## src/core/tsc_pkg.sv

```systemverilog
// Shared constants, types and channel decoding for the touch-panel controller.
package tsc_pkg;

  // Control word layout and serial sequencing counts, in link clock cycles.
  localparam logic [3:0] CW_BITS = 4'h7;
  localparam logic [3:0] TRACK_EDGE = 4'h5;
  localparam logic [3:0] ACQ_CYCLES = 4'h3;
  localparam logic [3:0] HOLD_EDGE = TRACK_EDGE + ACQ_CYCLES;
  localparam int RES_HI = 12;
  localparam int RES_LO = 8;

  // Channel codes and power management codes.
  localparam logic [2:0] CH_XP = 3'h1;
  localparam logic [2:0] CH_AUX1 = 3'h2;
  localparam logic [2:0] CH_YP = 3'h5;
  localparam logic [2:0] CH_AUX2 = 3'h6;
  localparam logic [1:0] PD_STAY_ON = 2'h3;

  // Identity word returned by the readout code; the value is arbitrary.
  localparam logic [11:0] ID_DEFAULT = 12'hA5C;

  // Register byte offsets on the bus.
  localparam logic [3:0] REG_CTRL = 4'h0;
  localparam logic [3:0] REG_STATUS = 4'h4;
  localparam logic [3:0] REG_RESULT = 4'h8;
  localparam logic [3:0] REG_IDCODE = 4'hC;

  // Register fields and reset values.
  localparam int CTRL_SAVE = 0;
  localparam int CTRL_EN = 1;
  localparam logic [1:0] CTRL_RESET = 2'h3;
  localparam int STAT_INVALID = 7;
  localparam int STAT_BUSY = 8;
  localparam int STAT_TRACK = 9;
  localparam int STAT_XDRV = 10;
  localparam int STAT_YDRV = 11;
  localparam int RES_IS_ID = 16;

  // Analog input selection and reference selection.
  typedef enum logic [2:0] {AIN_NONE, AIN_XP, AIN_YP, AIN_AUX1, AIN_AUX2} ain_t;
  typedef enum logic [1:0] {REF_NONE, REF_EXT, REF_Y, REF_X} ref_t;

  // Received control word, first received bit highest.
  typedef struct packed {
    logic [2:0] channel_select_bits;
    logic low_res;
    logic reference_mode_select;
    logic power_mgmt_bit_high;
    logic power_mgmt_bit_low;
  } cword_t;

  // Routing of the multiplexer, references and panel drivers.
  typedef struct packed {
    ain_t ain;
    ref_t refsel;
    logic x_on;
    logic y_on;
    logic valid;
    logic is_id;
  } route_t;

  // Decodes channel code and reference mode into a route.
  function automatic route_t route_of(input logic [2:0] ch, input logic se);
    route_t r;
    r.ain = AIN_NONE;
    r.refsel = REF_NONE;
    r.x_on = 1'b0;
    r.y_on = 1'b0;
    r.valid = 1'b1;
    r.is_id = 1'b0;
    case ({se, ch})
      {1'b1, CH_XP}:
      begin
        r.ain = AIN_XP;
        r.refsel = REF_EXT;
        r.y_on = 1'b1;
      end
      {1'b1, CH_AUX1}:
      begin
        r.ain = AIN_AUX1;
        r.refsel = REF_EXT;
      end
      {1'b1, CH_YP}:
      begin
        r.ain = AIN_YP;
        r.refsel = REF_EXT;
        r.x_on = 1'b1;
      end
      {1'b1, CH_AUX2}:
      begin
        r.ain = AIN_AUX2;
        r.refsel = REF_EXT;
      end
      {1'b0, CH_XP}:
      begin
        r.ain = AIN_XP;
        r.refsel = REF_Y;
        r.y_on = 1'b1;
      end
      {1'b0, CH_YP}:
      begin
        r.ain = AIN_YP;
        r.refsel = REF_X;
        r.x_on = 1'b1;
      end
      {1'b0, CH_AUX2}:
      begin
        r.is_id = 1'b1;
      end
      default:
      begin
        r.valid = 1'b0;
      end
    endcase
    return r;
  endfunction

endpackage

```

## src/core/edge_sync.sv

```systemverilog
// Two-stage synchroniser with edge detection for pin inputs.
`timescale 1ns/100ps
module edge_sync #(
  parameter int W = 1,
  parameter logic [W-1:0] INIT = '0
) (
  // Clock and reset.
  input wire logic clk,
  input wire logic rstn,
  // Asynchronous inputs.
  input wire logic [W-1:0] async_in,
  // Synchronised level and one-cycle edge pulses.
  output logic [W-1:0] level,
  output logic [W-1:0] rise,
  output logic [W-1:0] fall
);

  logic [W-1:0] meta_r;
  logic [W-1:0] sync_r;
  logic [W-1:0] prev_r;

  // Only the second stage reads the first stage.
  always_ff @(posedge clk)
  begin
    if (!rstn)
    begin
      meta_r <= INIT;
      sync_r <= INIT;
      prev_r <= INIT;
    end
    else
    begin
      meta_r <= async_in;
      sync_r <= meta_r;
      prev_r <= sync_r;
    end
  end

  // Edges are seen between the second and third stages.
  assign level = sync_r;
  assign rise = sync_r & ~prev_r;
  assign fall = ~sync_r & prev_r;

endmodule // edge_sync

```

## src/core/sar_engine.sv

```systemverilog
// Successive-approximation sequencer resolving one bit per decision strobe.
`timescale 1ns/100ps
module sar_engine #(
  parameter int N = 12,
  parameter int LO = 8
) (
  // Clock and reset.
  input wire logic clk,
  input wire logic rstn,
  // Sequencing strobes.
  input wire logic start,
  input wire logic abort,
  input wire logic decide,
  // Decision sources and options.
  input wire logic cmp,
  input wire logic use_id,
  input wire logic [N-1:0] id_code,
  input wire logic low_res,
  // Trial code, result and progress.
  output logic [N-1:0] trial,
  output logic [N-1:0] result,
  output logic bit_r,
  output logic bit_stb,
  output logic active,
  output logic done
);

  localparam int IW = $clog2(N);

  logic [IW-1:0] idx_r;
  logic [N-1:0] cur_mask;
  logic [N-1:0] low_mask;
  logic [IW-1:0] last_idx;
  logic bit_now;
  logic at_last;
  logic [N-1:0] trial_nxt;

  // Decision, bit position and next trial code.
  assign bit_now = use_id ? id_code[idx_r] : cmp;
  assign last_idx = low_res ? IW'(N - LO) : '0;
  assign at_last = (idx_r == last_idx);
  assign cur_mask = {{(N-1){1'b0}}, 1'b1} << idx_r;
  assign low_mask = at_last ? '0 : (cur_mask >> 1);
  assign trial_nxt = (bit_now ? trial : (trial & ~cur_mask)) | low_mask;

  // Bits resolve from the top downward, one per decision strobe.
  always_ff @(posedge clk)
  begin
    if (!rstn || abort)
    begin
      idx_r <= '0;
      trial <= '0;
      result <= '0;
      bit_r <= 1'b0;
      bit_stb <= 1'b0;
      active <= 1'b0;
      done <= 1'b0;
    end
    else
    begin
      bit_stb <= 1'b0;
      done <= 1'b0;
      if (start)
      begin
        active <= 1'b1;
        idx_r <= IW'(N - 1);
        trial <= {1'b1, {(N-1){1'b0}}};
        result <= '0;
      end
      else if (active && decide)
      begin
        result <= result | (bit_now ? cur_mask : '0);
        trial <= trial_nxt;
        bit_r <= bit_now;
        bit_stb <= 1'b1;
        if (at_last)
        begin
          active <= 1'b0;
          done <= 1'b1;
        end
        else
        begin
          idx_r <= idx_r - 1'b1;
        end
      end
    end
  end

endmodule // sar_engine

```

## src/core/touch_ctrl.sv

```systemverilog
// Touch-panel digitizer control: serial link, multiplexer, drivers, conversion.
//
// The Wishbone interface to the registers and the address map were left to the implementer.
`timescale 1ns/100ps
module touch_ctrl #(
  // Identity word; the default value is arbitrary.
  parameter logic [11:0] ID_CODE = tsc_pkg::ID_DEFAULT
) (
  // System clock and reset.
  input wire logic clk,
  input wire logic rstn,
  // Wishbone classic slave.
  input wire logic wb_cyc_i,
  input wire logic wb_stb_i,
  input wire logic wb_we_i,
  input wire logic [3:0] wb_adr_i,
  input wire logic [3:0] wb_sel_i,
  input wire logic [31:0] wb_dat_i,
  output logic [31:0] wb_dat_o,
  output logic wb_ack_o,
  // Serial link pins.
  input wire logic cs_n_pin,
  input wire logic serial_conversion_clock,
  input wire logic din_pin,
  output logic dout_o,
  output logic dout_oe,
  output logic busy_o,
  output logic busy_oe,
  // Analog front end.
  input wire logic cmp_above,
  output logic [11:0] dac_code,
  output logic track_o,
  output logic hold_o,
  output tsc_pkg::ain_t ain_sel,
  output tsc_pkg::ref_t ref_sel,
  output logic x_drv_on,
  output logic y_drv_on,
  output logic adc_power_down
);

  typedef enum logic {ST_IDLE, ST_RECV} rx_state_t;

  // Synchronised link pins and comparator.
  logic [3:0] pin_lvl;
  logic [3:0] pin_rise;
  logic [3:0] pin_fall;
  logic cs_high;
  logic cs_rise;
  logic sclk_rise;
  logic sclk_fall;
  logic din_lvl;
  logic cmp_lvl;

  // Receiver and configuration state.
  rx_state_t rx_r;
  logic [3:0] cnt_r;
  logic [6:0] cw_r;
  tsc_pkg::cword_t cfg_r;
  tsc_pkg::route_t route_r;
  tsc_pkg::route_t route_now;
  logic [1:0] ctrl_r;
  logic [11:0] result_r;
  logic result_id_r;
  logic track_r;
  logic hold_r;
  logic xdrv_r;
  logic ydrv_r;
  logic pend_r;
  logic dout_r;
  logic pdn_r;

  // Conversion engine signals.
  logic sar_start;
  logic sar_abort;
  logic [11:0] sar_trial;
  logic [11:0] sar_result;
  logic sar_bit;
  logic sar_stb;
  logic sar_active;
  logic sar_done;

  // Bus signals.
  logic ack_r;
  logic [31:0] dat_r;
  logic bus_req;
  logic wr_fire;
  logic [31:0] rd_mux;
  logic [31:0] stat_word;

  // Sequencing strobes.
  logic link_on;
  logic track_go;
  logic hold_go;
  logic start_seen;
  logic se_save;
  logic stay_on;

  // Pin order in the synchroniser: comparator, data in, clock, select.
  edge_sync #(
    .W(4),
    .INIT(4'h1)
  ) u_sync (
    .clk(clk),
    .rstn(rstn),
    .async_in({cmp_above, din_pin, serial_conversion_clock, cs_n_pin}),
    .level(pin_lvl),
    .rise(pin_rise),
    .fall(pin_fall)
  );

  // Named views of the synchronised pins.
  assign cs_high = pin_lvl[0] || !ctrl_r[tsc_pkg::CTRL_EN];
  assign cs_rise = pin_rise[0];
  assign sclk_rise = pin_rise[1] && !cs_high;
  assign sclk_fall = pin_fall[1] && !cs_high;
  assign din_lvl = pin_lvl[2];
  assign cmp_lvl = pin_lvl[3];
  assign link_on = !cs_high;

  // Sequencing decodes on the link clock edges.
  assign start_seen = (rx_r == ST_IDLE) && sclk_rise && din_lvl;
  assign track_go = (rx_r == ST_RECV) && sclk_fall
    && (cnt_r == tsc_pkg::TRACK_EDGE);
  assign hold_go = (rx_r == ST_RECV) && sclk_fall
    && (cnt_r == tsc_pkg::HOLD_EDGE);
  assign route_now = tsc_pkg::route_of(cw_r[4:2], cw_r[0]);
  assign sar_start = hold_go;
  assign sar_abort = cs_high;
  assign se_save = ctrl_r[tsc_pkg::CTRL_SAVE];
  assign stay_on = (cfg_r.power_mgmt_bit_high && cfg_r.power_mgmt_bit_low);

  // Receiver: start bit, seven control bits, then acquisition cycles.
  always_ff @(posedge clk)
  begin
    if (!rstn || cs_high)
    begin
      rx_r <= ST_IDLE;
      cnt_r <= '0;
      cw_r <= '0;
    end
    else
    begin
      unique case (rx_r)
        ST_IDLE:
        begin
          if (start_seen)
          begin
            rx_r <= ST_RECV;
            cnt_r <= '0;
          end
        end
        ST_RECV:
        begin
          if (sclk_rise)
          begin
            cnt_r <= cnt_r + 1'b1;
            if (cnt_r < tsc_pkg::CW_BITS)
            begin
              cw_r <= {cw_r[5:0], din_lvl};
            end
          end
          if (hold_go)
          begin
            rx_r <= ST_IDLE;
          end
        end
      endcase
    end
  end

  // Route, track and hold state for the analog front end.
  always_ff @(posedge clk)
  begin
    if (!rstn)
    begin
      route_r <= tsc_pkg::route_of('0, 1'b0);
      cfg_r <= '0;
      track_r <= 1'b0;
      hold_r <= 1'b0;
    end
    else if (cs_high)
    begin
      track_r <= 1'b0;
      hold_r <= 1'b0;
    end
    else
    begin
      if (track_go)
      begin
        route_r <= route_now;
        track_r <= 1'b1;
      end
      if (hold_go)
      begin
        cfg_r <= tsc_pkg::cword_t'(cw_r);
        track_r <= 1'b0;
        hold_r <= 1'b1;
      end
      else if (sar_done)
      begin
        hold_r <= 1'b0;
      end
    end
  end

  // Panel drivers: on at tracking, held per mode and power bits.
  always_ff @(posedge clk)
  begin
    if (!rstn)
    begin
      xdrv_r <= 1'b0;
      ydrv_r <= 1'b0;
    end
    else if (track_go)
    begin
      xdrv_r <= route_now.x_on;
      ydrv_r <= route_now.y_on;
    end
    else if (hold_go && cw_r[2] && se_save
      && cw_r[1:0] != tsc_pkg::PD_STAY_ON)
    begin
      xdrv_r <= 1'b0;
      ydrv_r <= 1'b0;
    end
    else if (cs_rise && !stay_on && !hold_r)
    begin
      xdrv_r <= 1'b0;
      ydrv_r <= 1'b0;
    end
  end

  // Conversion engine, fed with the identity word for the readout code.
  sar_engine #(
    .N(tsc_pkg::RES_HI),
    .LO(tsc_pkg::RES_LO)
  ) u_sar (
    .clk(clk),
    .rstn(rstn),
    .start(sar_start),
    .abort(sar_abort),
    .decide(sclk_rise),
    .cmp(cmp_lvl),
    .use_id(route_r.is_id),
    .id_code(ID_CODE),
    .low_res(cfg_r.low_res),
    .trial(sar_trial),
    .result(sar_result),
    .bit_r(sar_bit),
    .bit_stb(sar_stb),
    .active(sar_active),
    .done(sar_done)
  );
  assign dac_code = sar_trial;

  // Serial output: each decided bit on the next falling edge, else zero.
  always_ff @(posedge clk)
  begin
    if (!rstn || cs_high)
    begin
      pend_r <= 1'b0;
      dout_r <= 1'b0;
    end
    else
    begin
      if (sar_stb)
      begin
        pend_r <= 1'b1;
      end
      else if (sclk_fall)
      begin
        pend_r <= 1'b0;
      end
      if (sclk_fall)
      begin
        dout_r <= pend_r ? sar_bit : 1'b0;
      end
    end
  end

  // Pin drivers, power state and captured result.
  always_ff @(posedge clk)
  begin
    if (!rstn)
    begin
      dout_oe <= 1'b0;
      busy_o <= 1'b0;
      busy_oe <= 1'b0;
      pdn_r <= 1'b1;
      result_r <= '0;
      result_id_r <= 1'b0;
    end
    else
    begin
      dout_oe <= link_on;
      busy_oe <= link_on;
      busy_o <= sar_active && link_on;
      pdn_r <= !sar_active && !track_r && (rx_r == ST_IDLE)
        && !stay_on;
      if (sar_done)
      begin
        result_r <= sar_result;
        result_id_r <= route_r.is_id;
      end
    end
  end

  assign dout_o = dout_r;
  assign track_o = track_r;
  assign hold_o = hold_r;
  assign ain_sel = route_r.ain;
  assign ref_sel = route_r.refsel;
  assign x_drv_on = xdrv_r;
  assign y_drv_on = ydrv_r;
  assign adc_power_down = pdn_r;

  // Bus decode and read selection.
  assign bus_req = wb_cyc_i && wb_stb_i;
  assign wr_fire = bus_req && wb_we_i && ack_r && wb_sel_i[0];
  assign stat_word = {20'h00000, ydrv_r, xdrv_r, track_r, sar_active,
    ~route_r.valid, cfg_r};
  assign rd_mux =
    (wb_adr_i == tsc_pkg::REG_CTRL) ? {30'h00000000, ctrl_r} :
    (wb_adr_i == tsc_pkg::REG_STATUS) ? stat_word :
    (wb_adr_i == tsc_pkg::REG_RESULT) ?
      {15'h0000, result_id_r, 4'h0, result_r} :
    (wb_adr_i == tsc_pkg::REG_IDCODE) ? {20'h00000, ID_CODE} :
    32'h00000000;

  // Bus slave: ack one cycle after the request, dropped the cycle after.
  always_ff @(posedge clk)
  begin
    if (!rstn)
    begin
      ack_r <= 1'b0;
      dat_r <= '0;
      ctrl_r <= tsc_pkg::CTRL_RESET;
    end
    else
    begin
      ack_r <= bus_req && !ack_r;
      if (bus_req && !ack_r)
      begin
        dat_r <= rd_mux;
      end
      if (wr_fire && wb_adr_i == tsc_pkg::REG_CTRL)
      begin
        ctrl_r <= wb_dat_i[1:0];
      end
    end
  end

  assign wb_ack_o = ack_r;
  assign wb_dat_o = dat_r;

endmodule // touch_ctrl

```

## config.mk

```make
export PLATFORM = sky130hd
export DESIGN_NAME = touch_ctrl
export DESIGN_NICKNAME = d
export VERILOG_FILES = /design/src/core/tsc_pkg.sv /design/src/core/edge_sync.sv /design/src/core/sar_engine.sv /design/src/core/touch_ctrl.sv
export SDC_FILE = /design/constraint.sdc
export NUM_CORES = 1
export LEC_CHECK = 0
export ABC_AREA = 1
export ABC_CLOCK_PERIOD_IN_PS = 4400
export BUFFER_PORTS_ARGS = -buffer_cell sky130_fd_sc_hd__buf_2
export CAP_MARGIN = 30
export CORE_MARGIN = 3
export CORE_UTILIZATION = 59
export CTS_BUF_LIST = sky130_fd_sc_hd__clkbuf_8
export DETAILED_ROUTE_END_ITERATION = 7
export HOLD_SLACK_MARGIN = 0.1
export PLACE_DENSITY = 0.95
export SYNTH_ARGS = -nofsm -noshare
export SYNTH_HDL_FRONTEND = slang
export SYNTH_SLANG_ARGS = --single-unit
```

## constraint.sdc

```tcl
create_clock -name clk -period 4.4 [get_ports clk]
set_clock_uncertainty 0.1 [all_clocks]
set_input_delay 0.44 -clock clk [delete_from_list [all_inputs] [get_ports clk]]
set_output_delay 0.44 -clock clk [all_outputs]
set_load 0.05 [all_outputs]
```

# Yosys cells after proc, flatten, opt, wreduce, memory -nomap -nowiden
# Memory sizes are Yosys's and may differ from the RTL's.
# Index checks and enable logic that the tools add are counted.
# op_classes
n_reduce_logical	55
n_shift	1
n_mux	40
div_mod_pow	0
addsub	2
bitwise_logic	15
n_eq_ne	17
n_lt_le_gt_ge	2
multipliers	0
# op_table
operator	count
12-bit two-way mux	5
17-bit two-way mux	3
5-bit case mux with 6 select lines	1
4-bit == test, second input constant	7
1-bit logical AND	24
12-bit OR	2
1-bit two-way mux	22
4-bit two-way mux	5
4-bit by 3-bit == test with 1-bit output, second input constant	4
2-bit AND reduction	7
12-bit bitwise AND	1
12-bit NOT	1
1-bit by 4-bit << shifter with 12-bit output, first input constant	1
11-bit two-way mux	1
1-bit zero test	8
2-bit inequality test, second input constant	4
4-bit case mux with 2 select lines	1
2-bit nonzero test	4
2-bit OR reduction	4
1-bit NOT	7
7-bit OR reduction	1
3-bit OR reduction	2
4-bit by 5-bit < comparator with 1-bit output, second input constant	1
4-bit by 1-bit adder with 4-bit output, second input constant	1
other kinds (12)	15
# totals
latchBits	0
register_bits	125
mem_bits_rw	0
output_inout_bits	59
mem_count	1
rom_bits	16
input_bits	49
# memory_table
memory	depth	word_bits	read_ports	rd_ports_with_merged_regs	wr	line_no	text
(name not given)	16	1	1	0	0	sar_engine.sv:39	assign bit_now = use_id ? id_code[idx_r] : cmp;

# Depth between registers and ports, before layout
# Gate-level depths: netlist of the first run.
# logic_depth
word_depth	11
ltp_mapped	10
depth_no_buf	10

# Cells and area by module
# Synthesis of the first run repeated with hierarchy kept, for this count alone.
# unflattened
hier_cells	661
area_unflattened_um2	4854.7
# by_module_without_submodules
module	instances	area_each_um2	cells_each	seq_area_each_um2
touch_ctrl	1	2936.6	385	1281.2
sar_engine	1	1517.7	224	640.6
edge_sync	1	400.4	52	240.2

# Least setup slack after synthesis of the first run
# No wires, ideal clock.
# synth_path
path_type	register to register
from	register ack_r (netlist: wb_ack_o)
to	register dat_r[10] (netlist: wb_dat_o[10])
arrival_ns	1.399
synth_period_minus_slack_ns	1.570
setup_time_ns	0.070
stages_incl_launch_ff	6
slack_ns	2.830
cell_sequence	dfxtp_1 nor2_1 inv_1 clkbuf_1 nand2_1 a21oi_1
# synth_via
elab_chain_len	2
# synth_rtl
element	line_no	text
from (decl)	touch_ctrl.sv:83	logic ack_r;
from (signal assigned)	touch_ctrl.sv:340	ack_r <= bus_req && !ack_r;
1-bit zero test	touch_ctrl.sv:341	if (bus_req && !ack_r)
1-bit logical AND	touch_ctrl.sv:341	
to (signal assigned)	touch_ctrl.sv:343	dat_r <= rd_mux;
to (decl)	touch_ctrl.sv:84	logic [31:0] dat_r;
# No other way between the ends.
# A chain may end at the register's enable or synchronous reset.

# Worst setup path in the final report of the first run
# layout_path
from	register cnt_r[0]
to	register cfg_r[4] (netlist name)
# layout_via
elab_chain_len	3
# layout_rtl
element	line_no	text
from (decl)	touch_ctrl.sv:56	logic [3:0] cnt_r;
from (signal assigned)	touch_ctrl.sv:156	cnt_r <= cnt_r + 1'b1;
4-bit == test	touch_ctrl.sv:125	&& (cnt_r == tsc_pkg::HOLD_EDGE);
1-bit logical AND	touch_ctrl.sv:125	
2-bit AND reduction (no source line)	-	
to (signal assigned)	touch_ctrl.sv:195	cfg_r <= tsc_pkg::cword_t'(cw_r);
to (decl)	touch_ctrl.sv:58	tsc_pkg::cword_t cfg_r;
# No other way between the ends.

==> results.py, run 1 <==
metrics = {
    "timing": {
        "relSlewSlack_pct": 41.3,
        "grt_setup_unrepaired": "false",
        "tightest_slew_ps": 878,
        "timing.final.max_slew_violations": 0,
        "finalCritPeriodShare_pct": 54.2,
        "clock.fmax_mhz": 419,
        "setup_violations": 0,
        "setup_tns_ps": 0,
        "period_needed_ps": 2390,
        "finalHoldViolCount": 0,
        "worst_hold_slack_ps": 140,
    },
    "floorplan": {
        "chipHeight_um": 93.1,
        "fp.coreArea_mm2": 0.00729,
        "ios": 108,
        "die_area_mm2": 0.00867,
        "start_util_pct": 61.4,
        "fp-row-count": 31,
        "die_x_um": 93.1,
    },
    "clock_tree": {
        "htree_levels": 3,
        "cts_tree": "done",
        "numCtsBuffers": 9,
        "cts_sinks": 106,
        "cts_buffer_depth": 2,
        "cts_setup_buffers": 0,
        "clk_pin_slew_worst_paths_ps": 100,
        "root_buffer": "clkbuf_8",
        "clock_latency_ps": 370,
        "cts-hold-fix-buffers": 0,
        "post_cts_resized": 0,
    },
    "drt": {
        "final_antenna_net_count": 0,
        "via_count": 3964,
        "wl_um": 10200,
        "drcViolationCount": 0,
        "drt_pass1_iterations": 5,
        "drtIter0Drc": 295,
        "wl_per_cell_um": 13.7,
        "vias_per_cell": 5.34,
    },
    "yosys": {
        "postSynth.asyncResetShare_pct": 0,
        "synth_top_area_share_pct": 47.4,
        "synthMuxAreaShare_pct": 0,
        "synthesis.area_mm2": 0.00448,
        "synth-seq-cells": 106,
        "synth_simple_gate_area_share_pct": 24.3,
        "synth_top_area_cell": "dfxtp_1",
        "yosysMostFrequentCell": "nand2_1",
        "avgSynthCellArea_um2": 7.42,
        "yosys_warnings": 0,
        "ys.flop_type": "dfxtp_1",
        "synth-compound-area-share_pct": 14.3,
        "ys_top_cells_by_count": "nand2_1, dfxtp_1, a21oi_1",
        "synth_cells": 603,
        "synth_cell_types": 32,
        "synth_adder_area_share_pct": 0.838,
        "synth-xor-area-share_pct": 0.587,
        "synthTopCellsByArea": "dfxtp_1, nand2_1, a21oi_1, nor2_1, o21ai_0",
        "ys_seq_area_share_pct": 47.4,
        "synth_top_family_by_area": "simple AND/OR/NAND/NOR gates",
        "synth_edf_count": 0,
    },
    "power": {
        "power_frac_comb_pct": 5.9,
        "switching_share_pct": 25.8,
        "clkPwrFrac_pct": 34.4,
        "p_switching_uw": 418,
        "power.total_mw": 1.62,
        "peakVddDrop_mv": 0.167,
        "powerDensity_mw_per_mm2": 338,
        "sequentialPowerShare_pct": 59.8,
        "p_int_mw": 1.20,
        "p_leak_nw": 2.05,
    },
    "global_routing": {
        "grt_max_degree": 37,
        "gr-usage-all-layers_pct": 23.7,
        "grt_pass1_wl_um": 16400,
        "globalRoute.totalOverflow": 0,
        "antenna_found_initial": 0,
        "grt_pass1_vias": 3581,
    },
    "finish": {
        "areaGrowthSynthToFinish_pct": 7.29,
        "fill_cells": 599,
        "final_layout_size_suffix_gt1_share_pct": 12.9,
        "antenna_cells": 0,
        "nets": 691,
    },
    "place": {
        "io_buffers": 55,
        "dp_hpwl_um": 7370,
        "gp_congestion": 0.889,
    },
    "run": {
        "maxCapViolations": 0,
    },
    "critical_path": {
        "ff2ff_path_depth": 8,
        "cp.arrival_ps": 2550,
        "critPathKind": "flip-flop to flip-flop",
        "critPathLaunchType": "flip-flop",
        "cp_max_fo": 11,
        "required_ps": 4560,
        "reg2reg_setup_slack_ps": 2010,
        "endpoint_kind": "flip-flop",
    },
    "outcome": {
        "run_status": "completed",
    },
    "worst_hold_path": {
        "hold_depth": 3,
        "min_path_type": "input pin to flip-flop",
    },
}
[state kept, by name, summed over array words and instances, names as in the netlist, 3 cells and up]
signal,count
u_sar.trial,12
result_r,12
u_sync.level,4
u_sync.meta_r,4
u_sar.result,12
cfg_r,7
u_sar.idx_r,4
ain_sel,3
cw_r,7
cnt_r,4
wb_dat_o,13
[through the flow]
step | std cells | area, um2 | utilization [%] | setup WS, ps
2_1_floorplan | 621 | 4540 | - | 2830
3_3_place_gp | 727 | 4620 | 63.4 | 1820
3_5_place_dp | 727 | 4620 | 63.4 | 1710
4_1_cts | 743 | 4800 | 65.9 | 2090
5_1_grt | 743 | 4800 | 65.9 | 1780
6_report | 743 | 4800 | 65.9 | 2010
[cells by family (layout without fill, tap and decap cells)]
group | after synthesis | after routing
simple gates | 253 | 253
buf+inv | 111 | 134
other cells | 1 | 19
compound gates | 126 | 126
flops | 106 | 106
xor+xnor | 3 | 3
fa+ha+maj | 3 | 3
[layout by cell type, fill, tap and decap left out]
cell type   count
xor2_1          2
nand3_1        27
dfxtp_1       106
xnor2_1         1
nand2_4         1
nor2_8          1
or2_2           2
nand2_8         1
inv_6           2
o211ai_1        3
nand2_1       134
inv_2           1
clkinv_2        1
a21boi_0        1
nand2_2         3
o21ai_0        46
conb_1         19
nand4_1         8
clkinv_1        2
nor3_1          6
a21oi_1        75
buf_2          55
nor2_2          2
clkbuf_8       10
nor2_1         64
inv_1          61
nor4_1          1
nand3b_2        1
nor2_4          1
nand3b_1        1
a31oi_1         1
clkinvlp_4      2
ha_1            3
[final cells by class]
class	count	area, um2	area share (%)
multi-input combinational	404	1870	38.9
clock inverter	6	41.3	0.860
inverter	63	236	4.92
timing repair buffer	55	275	5.73
sequential	106	2120	44.2
clock buffer	10	138	2.87
tap	99	124	2.58
[power by group through the flow]
stage | registers, mW | logic, mW | clock network, mW
after global routing | 0.970 | 0.102 | 0.599
final | 0.969 | 0.0952 | 0.557
after floorplan | 1.00 | 0.0821 | 0
after global placement | 0.991 | 0.0925 | 0
after CTS | 0.969 | 0.0947 | 0.561
after detailed placement | 0.991 | 0.0946 | 0
[layer usage]
layer | GRT usage (%) | wire length, um | up-vias
met2 | 40.4 | 4990 | 209
met3 | 4.42 | 727 | 26
met4 | 10.1 | 260 | 0
met5 | 0 | 0 | -
li1 | - | - | 1952
met1 | 29.5 | 4210 | 1777
[final timing paths]
kind                    startpoint          endpoint
setup / recovery          cnt_r[0]          cfg_r[4]
hold / removal             din_pin  u_sync.meta_r[2]
setup reg to reg          cnt_r[0]          cfg_r[4]
hold reg to reg   u_sync.meta_r[0]   u_sync.level[0]
[worst max-delay path: stages (launching register included)]
cell	delay, ps
dfxtp_1	410
inv_1	90
ha_1	210
inv_1	70
nor3_1	80
nand2_1	430
clkinv_1	460
o21ai_0	350
a21oi_1	60
Note: power is estimated with default switching activity, not from simulation.
==> run 2: changes to the inputs <==
--- a/config.mk
+++ b/config.mk
@@ -6,15 +6,15 @@
 export NUM_CORES = 1
 export LEC_CHECK = 0
 export ABC_AREA = 1
-export ABC_CLOCK_PERIOD_IN_PS = 4400
+export ABC_CLOCK_PERIOD_IN_PS = 2400
 export BUFFER_PORTS_ARGS = -buffer_cell sky130_fd_sc_hd__buf_2
 export CAP_MARGIN = 30
 export CORE_MARGIN = 3
-export CORE_UTILIZATION = 59
+export CORE_UTILIZATION = 55
 export CTS_BUF_LIST = sky130_fd_sc_hd__clkbuf_8
 export DETAILED_ROUTE_END_ITERATION = 7
 export HOLD_SLACK_MARGIN = 0.1
-export PLACE_DENSITY = 0.95
+export PLACE_DENSITY = 0.9
 export SYNTH_ARGS = -nofsm -noshare
 export SYNTH_HDL_FRONTEND = slang
 export SYNTH_SLANG_ARGS = --single-unit
==> constraint.sdc (replaced) <==
create_clock -name clk -period 2.4 [get_ports clk]
set_clock_uncertainty 0.1 [all_clocks]
set_input_delay 0.24 -clock clk [delete_from_list [all_inputs] [get_ports clk]]
set_output_delay 0.24 -clock clk [all_outputs]
set_load 0.05 [all_outputs]
==> run 2 against run 1 <==
Flip-flop and latch count did not move; first-iteration DRC count is 21% lower; maximum frequency grew 23%; wire length increased by 0.56%; critical path depth is 3 lower; clock power up 78%; setup slack worse by 1600 ps; global-route usage decreased by 0.87 points; via count up 2.3%.
==> results.py, run 2 (same netlist as run 1, synthesis figures left out) <==
metrics = {
    "power": {
        "sequentialPowerShare_pct": 60.1,
        "p_switching_uw": 725,
        "peakVddDrop_mv": 0.341,
        "switching_share_pct": 24.6,
        "powerDensity_mw_per_mm2": 604,
        "power.total_mw": 2.95,
        "clkPwrFrac_pct": 33.5,
        "p_leak_nw": 2.10,
        "power_frac_comb_pct": 6.3,
        "p_int_mw": 2.23,
    },
    "drt": {
        "wl_per_cell_um": 13.6,
        "vias_per_cell": 5.37,
        "drt_pass1_iterations": 7,
        "final_antenna_net_count": 0,
        "drtIter0Drc": 234,
        "drcViolationCount": 0,
        "via_count": 4057,
        "wl_um": 10200,
    },
    "clock_tree": {
        "cts_setup_buffers": 0,
        "clk_pin_slew_worst_paths_ps": 90,
        "numCtsBuffers": 9,
        "cts_tree": "done",
        "root_buffer": "clkbuf_8",
        "cts_sinks": 106,
        "clock_latency_ps": 380,
        "htree_levels": 3,
        "cts_buffer_depth": 2,
    },
    "finish": {
        "layout_common_cells": "nand2_1, dfxtp_1, a21oi_1, nor2_1, inv_1",
        "largest_register_ffs": 13,
        "layout_commonest_cell": "nand2_1",
        "antenna_cells": 0,
        "final_layout_size_suffix_gt1_share_pct": 13.0,
        "final_cell_area_mm2": 0.00489,
        "fill_cells": 686,
        "final_util_pct": 62.6,
        "nets": 701,
        "areaGrowthSynthToFinish_pct": 9.22,
    },
    "timing": {
        "clock.fmax_mhz": 516,
        "setup_violations": 0,
        "finalCritPeriodShare_pct": 80.7,
        "period_needed_ps": 1940,
        "tightest_slew_ps": 586,
        "relSlewSlack_pct": 60.8,
        "setup_tns_ps": 0,
        "grt_setup_unrepaired": "false",
        "timing.final.max_slew_violations": 0,
        "finalHoldViolCount": 0,
        "worst_hold_slack_ps": 149,
    },
    "critical_path": {
        "ff2ff_path_depth": 5,
        "endpoint_kind": "flip-flop",
        "critPathKind": "flip-flop to flip-flop",
        "cp_max_fo": 14,
        "cp.arrival_ps": 2090,
        "r2r-start": "ctrl_r[1]",
        "cp-startpoint": "ctrl_r[1]",
        "required_ps": 2550,
        "critPathLaunchType": "flip-flop",
    },
    "global_routing": {
        "grt_pass1_vias": 3704,
        "grt_pass1_wl_um": 16500,
        "met3_usage_pct": 6.10,
        "antenna_found_initial": 0,
        "met1_usage_pct": 27.8,
        "globalRoute.totalOverflow": 0,
        "gr-usage-all-layers_pct": 22.9,
        "grt_max_degree": 36,
        "gr-usage-met2_pct": 38.6,
        "grt-busiest-layer": "met2",
    },
    "worst_hold_path": {
        "min_path_type": "input pin to flip-flop",
        "hp-start": "rstn",
        "hold_depth": 3,
    },
    "floorplan": {
        "die_x_um": 96.2,
        "chipHeight_um": 96.2,
        "fp-row-count": 32,
        "start_util_pct": 57.3,
        "fp.coreArea_mm2": 0.00781,
        "ios": 108,
        "die_area_mm2": 0.00926,
    },
    "outcome": {
        "run_status": "completed",
    },
    "run": {
        "maxCapViolations": 0,
    },
    "place": {
        "gp_congestion": 0.973,
        "placed_area_mm2": 0.00466,
        "io_buffers": 55,
        "dp_hpwl_um": 7290,
    },
}
## run 2: cell types whose count changed in the layout (fill, tap and decap cells not counted), sizes merged
| cell | delta |
|---|---|
| dlygate4sd3 | +6 |
| buf | +4 |
| clkbuf | +1 |
| inv | -1 |
| clkinvlp | -1 |
## run 2: metrics by stage
stage          setup WS [ps]  instances
2_1_floorplan            830        621
3_3_place_gp             675        734
3_5_place_dp             571        734
4_1_cts                  544        755
5_1_grt                  303        755
6_report                 463        755
## run 2: worst max-delay path, stage by stage (launching register included)
cell	delay, ps
dfxtp_1	450
nand2_4	120
nor2_8	160
nand4_1	480
o21ai_0	440
a21oi_1	70
## run 2: final cells by class
cell class	instances	area [um2]	area share, %
inverters	63	236	4.84
flip-flops and latches	106	2120	43.4
clock buffers	11	151	3.10
well taps	102	128	2.61
multi-input cells	404	1870	38.2
repair buffers	65	365	7.47
clock inverters	4	20.0	0.409
## run 2: power groups by stage
stage / clock (mW) / sequential, mW / combinational, mW
after global routing: 1.07 / 1.78 / 0.201
after detailed placement: 0 / 1.82 / 0.177
final: 0.990 / 1.78 / 0.187
after floorplan: 0 / 1.83 / 0.151
after global placement: 0 / 1.82 / 0.174
after CTS: 0.995 / 1.78 / 0.185
## run 2: worst paths after layout
check / endpoint / slack (ps)
worst max-delay path: cw_r[2] / 460
worst min-delay path: busy_oe / 150
worst max register to register: cw_r[2] / 460
worst min register to register: u_sync.level[2] / 320
## run 2: layer usage
layer  wire length (um)  vias to the layer above
met5                  0                        -
met4                274                        0
met3                658                       29
met2               5070                      186
met1               4250                     1863
li1                   -                     1979
## run 2: repair_timing
action	CTS	global route
resized for setup	0	0
hold buffers	6	0
hold endpoints to repair	6	0
